### src/hdl/dhio_pkg.sv
// constants, types and field layout for the disk host transfer-instruction port
// How it works
// - decode eight 67x0 to 67x7 codes, middle digit ignored, into eight operations
// - load command copies accumulator into interface register, then clears accumulator
// - transfer data moves one word; direction from function, length from bit 5
// - while done is false, each transfer data acknowledges one word
// - from accumulator leaves it alone; to accumulator replaces twelve or ORs eight
// - after done, transfer data returns the error/status word to accumulator
// - skip on request skips when request flag set, then clears it
// - skip on error skips and clears error; error always sets done too
// - skip on done skips when done set, then clears done
// - interrupt control copies accumulator bit 11; interrupt when done rises enabled
// - interrupt enable cleared by clear-all, bus initialize and programmed initialize
// - initialize seeks, self-tests, reloads buffer, leaves only initialize-done bit 9
// - one physical interface register stands for six logical registers by step
// - first mode needs only one load command; command bit 4 ignored
// - command bit 5 clear selects twelve-bit words, set selects eight-bit
// - command bit 7 selects drive 1; fill and empty ignore it
// - second mode density bit requests density; mismatch reported as error
// - command bits 8-10 encode the eight functions
// - track address 0 to 76 given by transfer data for sector functions
// - sector address 1 to 26 given by transfer data for sector functions
// - data passes the buffer word; eight-bit words use bits 4 to 11
// - fill/empty ask 128 or 64 words, doubled at second-mode double density
package dhio_pkg;

    // device select prefix, octal 67 in the upper two digits
    localparam logic [5:0] DEV_PREFIX = 6'h37;

    // command field positions (bit 0 of the host word is the msb)
    localparam int CMD_UPPER_LSB = 8;
    localparam int CMD_DEN_BIT = 8;
    localparam int CMD_WLEN_BIT = 6;
    localparam int CMD_DRIVE_BIT = 4;
    localparam int CMD_FUNC_MSB = 3;
    localparam int CMD_FUNC_LSB = 1;
    localparam int AC_IE_BIT = 0;

    // function codes
    localparam logic [2:0] FN_FILL = 3'h0;
    localparam logic [2:0] FN_EMPTY = 3'h1;
    localparam logic [2:0] FN_WRITE = 3'h2;
    localparam logic [2:0] FN_READ = 3'h3;
    localparam logic [2:0] FN_AUX = 3'h4;
    localparam logic [2:0] FN_STATUS = 3'h5;
    localparam logic [2:0] FN_WRDEL = 3'h6;
    localparam logic [2:0] FN_ERRREG = 3'h7;

    // word counts and address limits
    localparam logic [8:0] WORDS_8BIT = 9'h080;
    localparam logic [8:0] WORDS_12BIT = 9'h040;
    localparam logic [11:0] TRACK_MAX = 12'h04C;
    localparam logic [11:0] SECTOR_MIN = 12'h001;
    localparam logic [11:0] SECTOR_MAX = 12'h01A;

    // status word after initialize: only initialize-done set
    localparam logic [11:0] INIT_DONE_WORD = 12'h004;
    localparam logic [11:0] RESET_WORD = 12'h000;

    // transfer instruction operations, low octal digit
    typedef enum logic [2:0] {
        op_no_operation,
        load_command_op,
        transfer_data_op,
        skip_on_request_op,
        skip_on_error_op,
        skip_on_done_op,
        interrupt_control_op,
        op_initialize
    } dhio_op_t;

    // protocol step, also which logical register the interface holds
    typedef enum logic [2:0] {
        st_idle,
        st_cmd_upper,
        st_track,
        st_sector,
        st_fill,
        st_empty_wait,
        st_empty_hold,
        st_busy
    } dhio_state_t;

    // request handed to the controller/drive subsystem
    typedef struct packed {
        logic [2:0] func;
        logic drive;
        logic density;
        logic wlen8;
        logic mode2;
        logic [6:0] track;
        logic [4:0] sector;
    } dhio_ctl_req_t;

endpackage : dhio_pkg

### src/hdl/dhio_host_port.sv
// host transfer-instruction port of the flexible disk controller
module dhio_host_port (
    // clock and reset
    input wire logic sys_clk,
    input wire logic sys_rst,
    // host i/o bus
    input wire logic io_strobe,
    input wire logic [11:0] io_instr,
    input wire logic [11:0] ac_in,
    input wire logic bus_init,
    output logic [11:0] ac_value,
    output logic ac_replace,
    output logic ac_or,
    output logic ac_clear,
    output logic skip,
    output logic irq,
    // compatibility mode strap pin, high for second mode
    input wire logic mode2_pin,
    // controller/drive subsystem
    output dhio_pkg::dhio_ctl_req_t ctl_req,
    output logic ctl_start,
    output logic ctl_init,
    input wire logic ctl_done,
    input wire logic ctl_error,
    input wire logic [11:0] ctl_status,
    // sector buffer word port
    output logic buf_wr,
    output logic buf_rd,
    output logic [11:0] buf_wdata,
    input wire logic [11:0] buf_rdata,
    // flag view
    output logic tr_flag,
    output logic err_flag,
    output logic done_flag,
    output logic int_enable
);

    logic op_valid;
    dhio_pkg::dhio_op_t op;
    logic do_lcd, do_xdr, do_str, do_ser, do_sdn, do_interrupt_control_op, do_init;
    logic [2:0] mode_sync_reg;
    logic mode2_reg;
    dhio_pkg::dhio_state_t state_reg;
    logic [11:0] cmd_reg;
    logic [11:0] iface_reg;
    logic [11:0] track_reg;
    logic [8:0] cnt_reg;
    logic go_reg;
    logic init_pend_reg;
    logic tr_set_reg, done_set_reg, err_set_reg;
    logic wlen8;
    logic [2:0] func;
    logic [8:0] words_base;
    logic [8:0] words_needed;
    logic last_word;
    logic clear_all;

    dhio_iot_decode u_decode (
        .io_strobe(io_strobe),
        .io_instr(io_instr),
        .op_valid(op_valid),
        .op(op)
    );

    // one strobe per operation, none for no operation
    assign do_lcd = op_valid && (op == dhio_pkg::load_command_op);
    assign do_xdr = op_valid && (op == dhio_pkg::transfer_data_op);
    assign do_str = op_valid && (op == dhio_pkg::skip_on_request_op);
    assign do_ser = op_valid && (op == dhio_pkg::skip_on_error_op);
    assign do_sdn = op_valid && (op == dhio_pkg::skip_on_done_op);
    assign do_interrupt_control_op = op_valid && (op == dhio_pkg::interrupt_control_op);
    assign do_init = op_valid && (op == dhio_pkg::op_initialize);
    assign clear_all = bus_init || do_init;

    // command fields; bit 4 has no reader
    assign wlen8 = cmd_reg[dhio_pkg::CMD_WLEN_BIT];
    assign func = cmd_reg[dhio_pkg::CMD_FUNC_MSB:dhio_pkg::CMD_FUNC_LSB];

    // word count, doubled for double density in second mode
    assign words_base = wlen8 ? dhio_pkg::WORDS_8BIT : dhio_pkg::WORDS_12BIT;
    assign words_needed = (mode2_reg && cmd_reg[dhio_pkg::CMD_DEN_BIT]) ?
                          {words_base[7:0], 1'b0} : words_base;
    assign last_word = (cnt_reg == 9'(words_needed - 9'h001));

    // strap pin: a change counts once the last two stages agree
    always_ff @(posedge sys_clk) begin
        if (sys_rst) begin
            mode_sync_reg <= 3'h0;
            mode2_reg <= 1'b0;
        end else begin
            mode_sync_reg <= {mode_sync_reg[1:0], mode2_pin};
            if (mode_sync_reg[1] == mode_sync_reg[2]) begin
                mode2_reg <= mode_sync_reg[2];
            end
        end
    end

    // protocol sequencer; the interface register changes meaning per step
    always_ff @(posedge sys_clk) begin
        if (sys_rst) begin
            state_reg <= dhio_pkg::st_idle;
            cmd_reg <= dhio_pkg::RESET_WORD;
            iface_reg <= dhio_pkg::RESET_WORD;
            track_reg <= dhio_pkg::RESET_WORD;
            cnt_reg <= 9'h000;
            go_reg <= 1'b0;
            init_pend_reg <= 1'b0;
            tr_set_reg <= 1'b0;
            done_set_reg <= 1'b0;
            err_set_reg <= 1'b0;
            ctl_start <= 1'b0;
            ctl_init <= 1'b0;
            ctl_req <= '0;
            buf_wr <= 1'b0;
            buf_rd <= 1'b0;
            buf_wdata <= dhio_pkg::RESET_WORD;
        end else begin
            go_reg <= 1'b0;
            tr_set_reg <= 1'b0;
            done_set_reg <= 1'b0;
            err_set_reg <= 1'b0;
            ctl_start <= 1'b0;
            ctl_init <= 1'b0;
            buf_wr <= 1'b0;
            buf_rd <= 1'b0;
            if (clear_all) begin
                // seek, self-test and buffer reload run in the subsystem
                state_reg <= dhio_pkg::st_busy;
                init_pend_reg <= 1'b1;
                ctl_init <= 1'b1;
            end else if (do_lcd) begin
                cmd_reg <= ac_in;
                iface_reg <= ac_in;
                state_reg <= dhio_pkg::st_idle;
                if (mode2_reg && ac_in[dhio_pkg::CMD_WLEN_BIT]) begin
                    // upper four bits follow by transfer data
                    tr_set_reg <= 1'b1;
                    state_reg <= dhio_pkg::st_cmd_upper;
                end else begin
                    go_reg <= 1'b1; // whole command in one word
                end
            end else begin
                case (state_reg)
                    dhio_pkg::st_idle: begin
                        if (go_reg) begin
                            cnt_reg <= 9'h000;
                            ctl_req.func <= func;
                            ctl_req.drive <= cmd_reg[dhio_pkg::CMD_DRIVE_BIT];
                            ctl_req.density <= cmd_reg[dhio_pkg::CMD_DEN_BIT];
                            ctl_req.wlen8 <= wlen8;
                            ctl_req.mode2 <= mode2_reg;
                            case (func)
                                dhio_pkg::FN_FILL: begin
                                    tr_set_reg <= 1'b1;
                                    state_reg <= dhio_pkg::st_fill;
                                end
                                dhio_pkg::FN_EMPTY: begin
                                    buf_rd <= 1'b1;
                                    state_reg <= dhio_pkg::st_empty_wait;
                                end
                                dhio_pkg::FN_WRITE, dhio_pkg::FN_READ,
                                dhio_pkg::FN_WRDEL: begin
                                    tr_set_reg <= 1'b1; // ask for track
                                    state_reg <= dhio_pkg::st_track;
                                end
                                dhio_pkg::FN_AUX: begin
                                    if (mode2_reg) begin
                                        ctl_start <= 1'b1;
                                        state_reg <= dhio_pkg::st_busy;
                                    end else begin
                                        // first mode: clears init done and sets done, no subsystem start
                                        iface_reg <= dhio_pkg::RESET_WORD;
                                        done_set_reg <= 1'b1;
                                    end
                                end
                                default: begin
                                    ctl_start <= 1'b1;
                                    state_reg <= dhio_pkg::st_busy;
                                end
                            endcase
                        end
                    end
                    dhio_pkg::st_cmd_upper: begin
                        if (do_xdr) begin
                            cmd_reg[11:dhio_pkg::CMD_UPPER_LSB] <=
                                ac_in[11:dhio_pkg::CMD_UPPER_LSB];
                            go_reg <= 1'b1;
                            state_reg <= dhio_pkg::st_idle;
                        end
                    end
                    dhio_pkg::st_track: begin
                        if (do_xdr) begin
                            track_reg <= ac_in;
                            tr_set_reg <= 1'b1;
                            state_reg <= dhio_pkg::st_sector;
                        end
                    end
                    dhio_pkg::st_sector: begin
                        if (do_xdr) begin
                            if (track_reg > dhio_pkg::TRACK_MAX ||
                                ac_in < dhio_pkg::SECTOR_MIN ||
                                ac_in > dhio_pkg::SECTOR_MAX) begin
                                // bad address ends the function
                                iface_reg <= ctl_status;
                                err_set_reg <= 1'b1;
                                done_set_reg <= 1'b1;
                                state_reg <= dhio_pkg::st_idle;
                            end else begin
                                ctl_req.track <= track_reg[6:0];
                                ctl_req.sector <= ac_in[4:0];
                                ctl_start <= 1'b1;
                                state_reg <= dhio_pkg::st_busy;
                            end
                        end
                    end
                    dhio_pkg::st_fill: begin
                        if (do_xdr) begin
                            // eight-bit words sit in bits 4 to 11
                            buf_wr <= 1'b1;
                            buf_wdata <= wlen8 ? {4'h0, ac_in[7:0]} : ac_in;
                            cnt_reg <= cnt_reg + 9'h001;
                            if (last_word) begin
                                iface_reg <= ctl_status;
                                done_set_reg <= 1'b1;
                                state_reg <= dhio_pkg::st_idle;
                            end else begin
                                tr_set_reg <= 1'b1;
                            end
                        end
                    end
                    dhio_pkg::st_empty_wait: begin
                        // buffer word stands during the read pulse; latched on the edge that ends it
                        iface_reg <= buf_rdata;
                        tr_set_reg <= 1'b1;
                        state_reg <= dhio_pkg::st_empty_hold;
                    end
                    dhio_pkg::st_empty_hold: begin
                        if (do_xdr) begin
                            cnt_reg <= cnt_reg + 9'h001;
                            if (last_word) begin
                                iface_reg <= ctl_status;
                                done_set_reg <= 1'b1;
                                state_reg <= dhio_pkg::st_idle;
                            end else begin
                                buf_rd <= 1'b1;
                                state_reg <= dhio_pkg::st_empty_wait;
                            end
                        end
                    end
                    dhio_pkg::st_busy: begin
                        if (ctl_done) begin
                            // density mismatch arrives as ctl_error
                            iface_reg <= init_pend_reg ?
                                dhio_pkg::INIT_DONE_WORD : ctl_status;
                            init_pend_reg <= 1'b0;
                            err_set_reg <= ctl_error;
                            done_set_reg <= 1'b1;
                            state_reg <= dhio_pkg::st_idle;
                        end
                    end
                    default: state_reg <= dhio_pkg::st_idle;
                endcase
            end
        end
    end

    // answers to the host accumulator and skip line
    always_ff @(posedge sys_clk) begin
        if (sys_rst) begin
            ac_value <= dhio_pkg::RESET_WORD;
            ac_replace <= 1'b0;
            ac_or <= 1'b0;
            ac_clear <= 1'b0;
            skip <= 1'b0;
        end else begin
            ac_replace <= 1'b0;
            ac_or <= 1'b0;
            ac_clear <= do_lcd;
            skip <= (do_str && tr_flag) || (do_ser && err_flag) ||
                    (do_sdn && done_flag);
            if (do_xdr) begin
                if (done_flag) begin
                    ac_value <= iface_reg; // status word
                    ac_replace <= 1'b1;
                end else if (state_reg == dhio_pkg::st_empty_hold) begin
                    if (wlen8) begin
                        ac_value <= {4'h0, iface_reg[7:0]};
                        ac_or <= 1'b1;
                    end else begin
                        ac_value <= iface_reg;
                        ac_replace <= 1'b1;
                    end
                end
                // other steps take from the accumulator and leave it
            end
        end
    end

    // flags: clear-all wins over a set in the same cycle; a set wins over a skip's clear
    always_ff @(posedge sys_clk) begin
        if (sys_rst || clear_all) begin
            tr_flag <= 1'b0;
            err_flag <= 1'b0;
            done_flag <= 1'b0;
            int_enable <= 1'b0;
            irq <= 1'b0;
        end else begin
            tr_flag <= tr_set_reg || (tr_flag && !do_str);
            err_flag <= err_set_reg || (err_flag && !do_ser);
            done_flag <= done_set_reg || (done_flag && !do_sdn);
            if (do_interrupt_control_op) begin
                int_enable <= ac_in[dhio_pkg::AC_IE_BIT];
            end
            // request only when done first rises with enable set
            if (done_set_reg && !done_flag && int_enable) begin
                irq <= 1'b1;
            end else if (do_sdn || !int_enable) begin
                irq <= 1'b0;
            end
        end
    end
endmodule // dhio_host_port

### src/hdl/dhio_iot_decode.sv
// decoder for the disk port's transfer instructions
module dhio_iot_decode (
    // instruction from the host bus
    input wire logic io_strobe,
    input wire logic [11:0] io_instr,
    // decoded operation
    output logic op_valid,
    output dhio_pkg::dhio_op_t op
);

    // middle octal digit is a don't care
    assign op_valid = io_strobe && (io_instr[11:6] == dhio_pkg::DEV_PREFIX);
    assign op = dhio_pkg::dhio_op_t'(io_instr[2:0]);

endmodule // dhio_iot_decode

### config.mk
export PLATFORM = sky130hd
export DESIGN_NAME = dhio_host_port
export DESIGN_NICKNAME = d
export VERILOG_FILES = /design/src/hdl/dhio_pkg.sv /design/src/hdl/dhio_host_port.sv /design/src/hdl/dhio_iot_decode.sv
export SDC_FILE = /design/constraint.sdc
export NUM_CORES = 1
export LEC_CHECK = 0
export BUFFER_PORTS_ARGS = -buffer_cell sky130_fd_sc_hd__buf_4
export CAP_MARGIN = 25
export CORE_ASPECT_RATIO = 0.5
export CORE_UTILIZATION = 25
export CTS_BUF_LIST = sky130_fd_sc_hd__clkbuf_4 sky130_fd_sc_hd__clkbuf_8
export DETAILED_ROUTE_END_ITERATION = 12
export GPL_ROUTABILITY_DRIVEN = 0
export SLEW_MARGIN = 40
export SYNTH_ARGS = -nofsm -noshare
export SYNTH_HDL_FRONTEND = slang
export SYNTH_SLANG_ARGS = --single-unit
### constraint.sdc
create_clock -name sys_clk -period 2.8 [get_ports sys_clk]
set_clock_uncertainty 0.05 [all_clocks]
set_input_delay 0.14 -clock sys_clk [delete_from_list [all_inputs] [get_ports sys_clk]]
set_output_delay 0.14 -clock sys_clk [all_outputs]
set_load 0.01 [all_outputs]
# After elaboration in Yosys (flattened, before gate mapping)
# Index checks and enable logic that the tools add are counted.
# word_totals
n_memories,0
romBits,0
latchBits,0
ff_bits,109
in_bits,55
ramBits,0
# classes
eq_ne,42
muxes,81
addsub,2
n_div,0
n_shift,0
n_reduce_logical,63
n_lt_le_gt_ge,3
bitwise,6
multipliers,0
# ops
operator,n
$mux W12,14
$pmux W12 S5,1
$mux W1,40
$mux W3,13
$ne A4 B4 Y1 const B,8
$eq A3 B3 Y1 const B,10
$mux W9,3
$pmux W3 S8,1
$eq A3 B2 Y1 const B,6
$logic_and A1 B1 Y1,18
$pmux W9 S2,1
$ne A3 B3 Y1 const B,5
$reduce_bool A2 Y1,7
$gt A12 B5 Y1 const B,1
$gt A12 B7 Y1 const B,1
$lt A12 B1 Y1 const B,1
$pmux W3 S4,1
$reduce_and A4 Y1,3
$reduce_or A4 Y1,3
$logic_or A1 B1 Y1,10
$reduce_and A10 Y1,1
$reduce_and A5 Y1,2
$add A9 B1 Y9 const B,1
$eq A3 B1 Y1 const B,3
other kinds (22),43

# Depth between registers and ports, before layout
# Gate-level depths: netlist of run 1.
# logic_depth
ltp_word,9
mapped_depth,9

# Cells and area by module
# Synthesis of run 1 repeated with hierarchy kept, for this count alone.
# unflattened
cells_unflattened,576
hier_area_um2,4823.4
# by_module_without_submodules
mod,area_each_um2,cells_per_inst,instances
dhio_host_port,4783.3,570,1
dhio_iot_decode,40.0,6,1

# Least setup slack after synthesis of run 1
# Ideal clock, no wire load.
# synth_timing
path_kind,flip-flop to flip-flop
start,register cnt_reg[0]
end,register iface_reg[4]
path_stages_with_launch,9
arrival_ns,2.062
path_buffers,1
setup_ns,0.070
setup_slack_ns,0.618
t_required_ns,2.680
path_cell_list,dfxtp_1 -> ha_1 -> nand3_1 -> or3_1 -> a211oi_1 -> o22ai_1 -> clkbuf_2 -> or3_1 -> a21oi_1
# synth_between
elab_chain_len,3
# synth_lines
item,line,source
from (decl),dhio_host_port.sv:47,logic [8:0] cnt_reg;
from (signal assigned),dhio_host_port.sv:221,cnt_reg <= cnt_reg + 9'h001;
from (signal assigned),dhio_host_port.sv:239,cnt_reg <= cnt_reg + 9'h001;
$eq A9 B9 Y1,dhio_host_port.sv:83,assign last_word = (cnt_reg == 9'(words_needed - 9'h001));
$ne A3 B1 Y1 (no line),n/a,
$reduce_and A10 Y1 (no line),n/a,
to (signal assigned),dhio_host_port.sv:103,iface_reg <= dhio_pkg::RESET_WORD;
to (signal assigned),dhio_host_port.sv:133,iface_reg <= ac_in;
to (signal assigned),dhio_host_port.sv:172,iface_reg <= dhio_pkg::RESET_WORD;
to (decl),dhio_host_port.sv:45,logic [11:0] iface_reg;
# Every way passes these cells.
# A chain may end at the register's enable or synchronous reset.

# Worst setup path in the final report of run 1
# layout_timing
start,register state_reg[1]
end,register cnt_reg[2]
# layout_between
elab_chain_len,4
# layout_lines
item,line,source
from (decl),dhio_host_port.sv:43,dhio_pkg::dhio_state_t state_reg;
from (signal assigned),dhio_host_port.sv:101,state_reg <= dhio_pkg::st_idle;
from (signal assigned),dhio_host_port.sv:128,state_reg <= dhio_pkg::st_busy;
from (signal assigned),dhio_host_port.sv:134,state_reg <= dhio_pkg::st_idle;
$eq A3 B3 Y1,dhio_host_port.sv:143,case (state_reg)
$reduce_or A2 Y1 (no line),n/a,
$ne A2 B1 Y1 (no line) / $reduce_bool A2 Y1 (equally long branches),n/a,
$reduce_and A5 Y1 (no line),n/a,
# Several ways; a longest one is shown, not always the timed one.

==> results of run 1 <==
==> worst paths after layout <==
path | slack (ps) | end | startpoint
worst max-delay path | 460 | cnt_reg[2] | state_reg[1]
worst max register to register | 460 | cnt_reg[2] | state_reg[1]
worst min-delay path | 10 | cmd_reg[8] | ac_in[8]
worst min register to register | 410 | ac_value[6] | iface_reg[6]
==> through the flow <==
step                      setup slack (ps)  utilization, %  area (um^2)  power [W]  instances
after detailed placement               464            32.0         6040    0.00200        942
after floorplan                        618               -         4950    0.00184        600
after global routing                   322            33.3         6290    0.00299        966
final                                  463            33.3         6290    0.00286        966
after CTS                              482            33.3         6280    0.00288        965
after global placement                 366            32.0         6030    0.00200        942
==> kinds of logic (layout without fill, tap and decap cells) <==
group | count (synthesis) | count (layout) | synth area share (%)
xor+xnor | 7 | 7 | 1.24
flops | 107 | 107 | 43.3
fa+ha+maj | 2 | 2 | 0.455
compound gates | 148 | 148 | 18.3
simple gates | 249 | 249 | 25.1
buf+inv | 52 | 159 | 4.53
mux | 35 | 35 | 7.08
==> final cells by class <==
type | count | area (um^2) | share of cell area, %
flip-flops and latches | 107 | 2140 | 34.1
clock buffers | 9 | 124 | 1.97
well taps | 259 | 324 | 5.15
clock inverters | 7 | 50.0 | 0.796
inverters | 8 | 30.0 | 0.478
multi-input cells | 441 | 2590 | 41.1
repair buffers | 135 | 1030 | 16.4
==> power by group through the flow <==
| stage | clock network (W) | logic (W) | registers (W) |
|---|---|---|---|
| finish | 0.000877 | 0.000419 | 0.00156 |
| global route | 0.000970 | 0.000458 | 0.00157 |
| CTS | 0.000903 | 0.000417 | 0.00156 |
| detailed placement | 0 | 0.000408 | 0.00160 |
| global placement | 0 | 0.000403 | 0.00160 |
| floorplan | 0 | 0.000257 | 0.00158 |
==> worst max-delay path, cell delays in order, from the launching register on <==
cell and delay [ps]:
dfxtp_1 380, buf_4 240, nor3b_1 300, a41oi_1 90
or4_4 560, or4_1 500, a21oi_1 150
==> metal layers <==
layer / routed length (um) / global-route usage, %
met1: 6830 / 18.2
met3: 886 / 4.34
met5: 0 / 0
met4: 181 / 3.88
met2: 6590 / 21.9
==> layout by cell type, fill, tap and decap left out, types with 5 or more instances in the layout <==
cell,synthesis,layout
nand2b_1,9,9
nand3b_1,5,5
nor3b_1,5,5
a221o_1,12,12
nand3_1,23,23
o21ai_0,39,39
a21oi_1,65,65
dlygate4sd3_1,0,7
xnor2_1,6,6
nor4_1,5,5
nor3_1,11,11
buf_4,0,128
nor2b_1,8,8
nand2_1,74,74
clkbuf_8,0,9
inv_1,8,8
mux2i_1,35,35
nand4_1,7,7
dfxtp_1,107,107
or3_1,20,20
nor2_1,65,65
==> what timing repair did <==
item / CTS / global route
hold buffers: 7 / 0
resized for setup: 0 / 0
endpoints found under the hold margin: 9 / 0
==> metrics.csv, run 1 <==
stage;metric;value;unit
grt;grt_usage;13.8;%
finish;n_antenna_cell;0;
synth;synth.most_common_cell;dfxtp_1;
detailed_routing;ant_nets;0;
clocking;clkSinkCount;107;
detailed_routing;vias;4632;
finish;finalNetCount;758;
detailed_routing;drtIter0Drc;390;
detailed_routing;drt_wl_total;14.5;mm
floorplanning;rows;35;
clocking;cts_setup_buffers;0;
timing;whs;12.7;ps
min_path;worstHoldPathType;input pin to flip-flop;
worst_setup_path;crit_fanout;27;
worst_setup_path;arrival;2600;ps
power_and_ir_drop;sequentialPowerShare;54.7;%
synth;yosys_warnings;0;
finish;largest_reg_flops;19;
grt;grt_pass1_wl;22.3;mm
timing;slew_headroom;52.6;%
worst_setup_path;cp-start-kind;flip-flop;
timing;final.setup.tns;0;ps
synth;async_flop_share;0;%
synth;ys.flop_type;dfxtp_1;
floorplanning;start_util;26.2;%
synth;postSynthCellCount;600;
clocking;clockBufferDepth;2;
timing;finalHoldViolCount;0;
clocking;worst_skew_pair.late_latency;380;ps
floorplanning;dieArea;20400;um^2
grt;antenna_found_initial;0;
clocking;cts_root_buf;clkbuf_8;
clocking;cts_buffers;9;
outcome;outcome;finished, final reports clean;
timing;tightest_slew;703;ps
detailed_routing;first_pass_iters;6;
finish;num-fill-cells;1956;
finish;drive_gt1_share;21.8;%
timing;maxSlewViolCount;0;
grt;grt_overflow;0;
synth;synth_edf_count;0;
timing;min_period_over_period;83.5;%
power_and_ir_drop;p_clk_share;30.7;%
timing;fmaxAchievable;0.428;GHz
timing;period_needed;2340;ps
worst_setup_path;cp_data_required_time;3060;ps
synth;yosysSeqAreaShare;43.3;%
power_and_ir_drop;power_density;455;nW/um^2
synth;syn-num-nets;656;
power_and_ir_drop;internal-power;0.00205;W
grt;grt_max_degree;65;
power_and_ir_drop;p_comb_share;14.7;%
clocking;clkTransAtPathRegs;110;ps
power_and_ir_drop;p_switching;0.000807;W
floorplanning;die_x;201;um
synth;syn-cell-area;4950;um^2
clocking;cts_tree;done;
synth;synth_top_cell_by_area;dfxtp_1;
clocking;h-tree-depth;3;
power_and_ir_drop;switching_share;28.2;%
synth;synth_seq_cells;107;
detailed_routing;wl_per_cell;15.0;um
grt;first_global_vias;4149;
synth;ys_top_cells_by_area;dfxtp_1, mux2i_1, a21oi_1;
worst_setup_path;reg2reg_depth;6;
worst_setup_path;path_class;flip-flop to flip-flop;
synth;synth_commonest_cells;dfxtp_1, nand2_1, a21oi_1, nor2_1, o21ai_0;
synth;syn_area_per_cell;8.25;um^2
min_path;whs_path_depth;3;
finish;regMostFlops;ctl_req;
floorplanning;coreArea;18900;um^2
place;portBuffers;107;
power_and_ir_drop;peakVddDrop;0.241;mV
detailed_routing;via_per_inst;4.80;
power_and_ir_drop;leakage;2.56;nW
finish;area_delta_synth_final;27.1;%
synth;synth_top_area_share;43.3;%
worst_setup_path;crit_path_end_kind;flip-flop;
synth;yosysUniqueCellTypes;60;
job;maxCapViolations;0;
timing;rsz0062_at_grt;false;
floorplanning;num_io_pins;111;
detailed_routing;drcViolationCount;0;
place;dp_hpwl;10.6;mm
timing;setup_viol;0;
floorplanning;die_y;101;um
(Power assumes the default switching activity.)
==> inputs of run 2 (changes only) <==
Clock period 2.8 ns to 1.95 ns, I/O delays scaled along.
==> run 2 against run 1 <==
Compared with the run above: the flow now finishes with violations (setup timing); power up 56%; largest cell class unchanged; fmax rose by 9.9%; core utilization rose by 5.3 points; wire length rose by 10%; sequential cell count unchanged; die area unchanged; largest power group unchanged; register-to-register slack worse by 640 ps; global-route usage increased by 1.3 points; cell count is 8.8% higher; design area rose by 16%.
==> metrics.csv, run 2 (synthesis results as in run 1) <==
stage;metric;value;unit;change
worst_setup_path;arrival;2380;ps;-220 ps
finish;n_antenna_cell;0;;unchanged
worst_setup_path;crit_fanout;20;;-26%
clocking;clkSinkCount;107;;unchanged
min_path;min_from;ac_in[5];;
detailed_routing;via_per_inst;4.80;;about the same
finish;largest_reg_flops;19;;unchanged
place;placed_cell_area;6710;um^2;+11%
timing;whs;44.2;ps;+31.4 ps
detailed_routing;drtIter0Drc;350;;-10%
grt;grt_usage;15.1;%;+1.3 points
detailed_routing;ant_nets;0;;unchanged
detailed_routing;drt_wl_total;16.0;mm;+10%
power_and_ir_drop;leakage;3.11;nW;+21%
power_and_ir_drop;peakVddDrop;0.395;mV;+64%
detailed_routing;wl_per_cell;15.2;um;+1.5%
finish;final_common_cell;buf_4;;
worst_setup_path;rrSetupSlack;-180;ps;-640 ps
detailed_routing;drcViolationCount;0;;unchanged
min_path;worstHoldPathType;input pin to flip-flop;;
grt;grt_pass1_wl;24.6;mm;+9.9%
clocking;cts_buffers;9;;unchanged
job;maxCapViolations;0;;unchanged
finish;area_delta_synth_final;47.4;%;
floorplanning;dieArea;20400;um^2;unchanged
finish;regMostFlops;ctl_req;;
power_and_ir_drop;power_density;611;nW/um^2;+34%
worst_setup_path;crit_path_end_kind;flip-flop;;
min_path;holdPathEnd;track_reg[5];;
worst_setup_path;cp-start-kind;flip-flop;;
worst_setup_path;reg2reg_depth;8;;+2
timing;fin_ws;-176;ps;-639 ps
worst_setup_path;path_class;flip-flop to flip-flop;;
clocking;h-tree-depth;3;;unchanged
floorplanning;num_io_pins;111;;unchanged
worst_setup_path;cp_data_required_time;2210;ps;-850 ps
grt;antenna_found_initial;0;;unchanged
worst_setup_path;reg2reg_from;cnt_reg[1];;
clocking;cts_root_buf;clkbuf_8;;
timing;final.setup.tns;-1730;ps;-1730 ps
timing;fmaxAchievable;0.470;GHz;+9.9%
clocking;cts_tree;done;;
clocking;worst_skew_pair.late_latency;370;ps;about the same
detailed_routing;first_pass_iters;5;;-1
clocking;clockBufferDepth;2;;unchanged
floorplanning;start_util;26.2;%;unchanged
timing;tightest_slew;416;ps;-288 ps
grt;first_global_vias;4791;;+15%
floorplanning;coreArea;18900;um^2;unchanged
timing;setup_viol;16;;+16
timing;maxSlewViolCount;0;;unchanged
worst_setup_path;r2r-end;iface_reg[1];;
finish;finalNetCount;843;;+11%
finish;num-fill-cells;1922;;-1.7%
timing;slew_headroom;72.1;%;+19 points
timing;min_period_over_period;109;%;+26 points
floorplanning;rows;35;;unchanged
grt;grt_max_degree;64;;-1.5%
outcome;violations;setup timing;;
clocking;clkTransAtPathRegs;100;ps;about the same
finish;drive_gt1_share;35.1;%;+13 points
finish;finish.instance_area;7290;um^2;+16%
finish;final_cell_mix;buf_4, dfxtp_1, nand2_1;;
place;portBuffers;107;;unchanged
grt;grt_overflow;0;;unchanged
timing;period_needed;2130;ps;-211 ps
timing;finalHoldViolCount;0;;unchanged
floorplanning;die_y;101;um;unchanged
finish;post-route-util;38.6;%;+5.3 points
min_path;whs_path_depth;4;;+1
place;dp_hpwl;11.9;mm;+12%
timing;rsz0062_at_grt;true;;
outcome;outcome;complete, but fails checks;;
detailed_routing;vias;5042;;+8.9%
floorplanning;die_x;201;um;unchanged
[run 2: what timing repair did]
action / CTS / global route
setup buffers: 8 / 4
resized for setup: 21 / 36
endpoints found under the setup margin: 41 / 56
endpoints found under the hold margin: 9 / 0
hold buffers: 6 / 0
gates cloned: 0 / 2
pin swaps: 12 / 10
[run 2: metal layers]
| layer | up-vias | GRT usage [%] | wire length [um] |
|---|---|---|---|
| met4 | 0 | 5.70 | 315 |
| li1 | 2504 | - | - |
| met3 | 24 | 3.02 | 802 |
| met1 | 2387 | 19.7 | 7530 |
| met2 | 127 | 24.8 | 7360 |
| met5 | - | 0 | 0 |
[run 2: how the worst max path moves through the flow]
stage	start	endpoint	cells after the start
finish	cnt_reg[1]	iface_reg[1]	8
global route	cnt_reg[1]	iface_reg[1]	8
CTS	cnt_reg[1]	iface_reg[1]	8
detailed placement	mode2_reg	iface_reg[1]	7
global placement	cnt_reg[1]	iface_reg[3]	8
floorplan	cnt_reg[1]	iface_reg[10]	8
[run 2: power by group]
part	total, W	switching (W)	internal [W]
Clock	0.00142	0.000768	0.000651
Combinational	0.000787	0.000405	0.000382
Sequential	0.00225	0.0000303	0.00222
Total	0.00445	0.00120	0.00325
[run 2: layout make-up]
| type | instances | area (um^2) | area share (%) |
|---|---|---|---|
| Clock inverter | 5 | 61.3 | 0.841 |
| Sequential cell | 107 | 2160 | 29.6 |
| Multi-Input combinational cell | 441 | 2820 | 38.7 |
| Tap cell | 259 | 324 | 4.44 |
| Inverter | 8 | 30.0 | 0.412 |
| Clock buffer | 11 | 145 | 1.99 |
| Timing Repair Buffer | 220 | 1750 | 24.0 |
[run 2: stage by stage]
stage | worst slack [ps] | power, W | instances
floorplan | -43.9 | 0.00265 | 600
detailed placement | -222 | 0.00302 | 1017
finish | -176 | 0.00445 | 1051
global route | -250 | 0.00464 | 1051
global placement | -207 | 0.00301 | 1017
CTS | -164 | 0.00447 | 1047
[run 2: critical path, cell delays in order (launching register included)]
cell      delay (ps)
dfxtp_2          370
ha_4             150
nand3_4           70
or3_4            400
a211oi_4         230
o22ai_2          130
buf_12           170
or3_4            370
a21oi_1          120
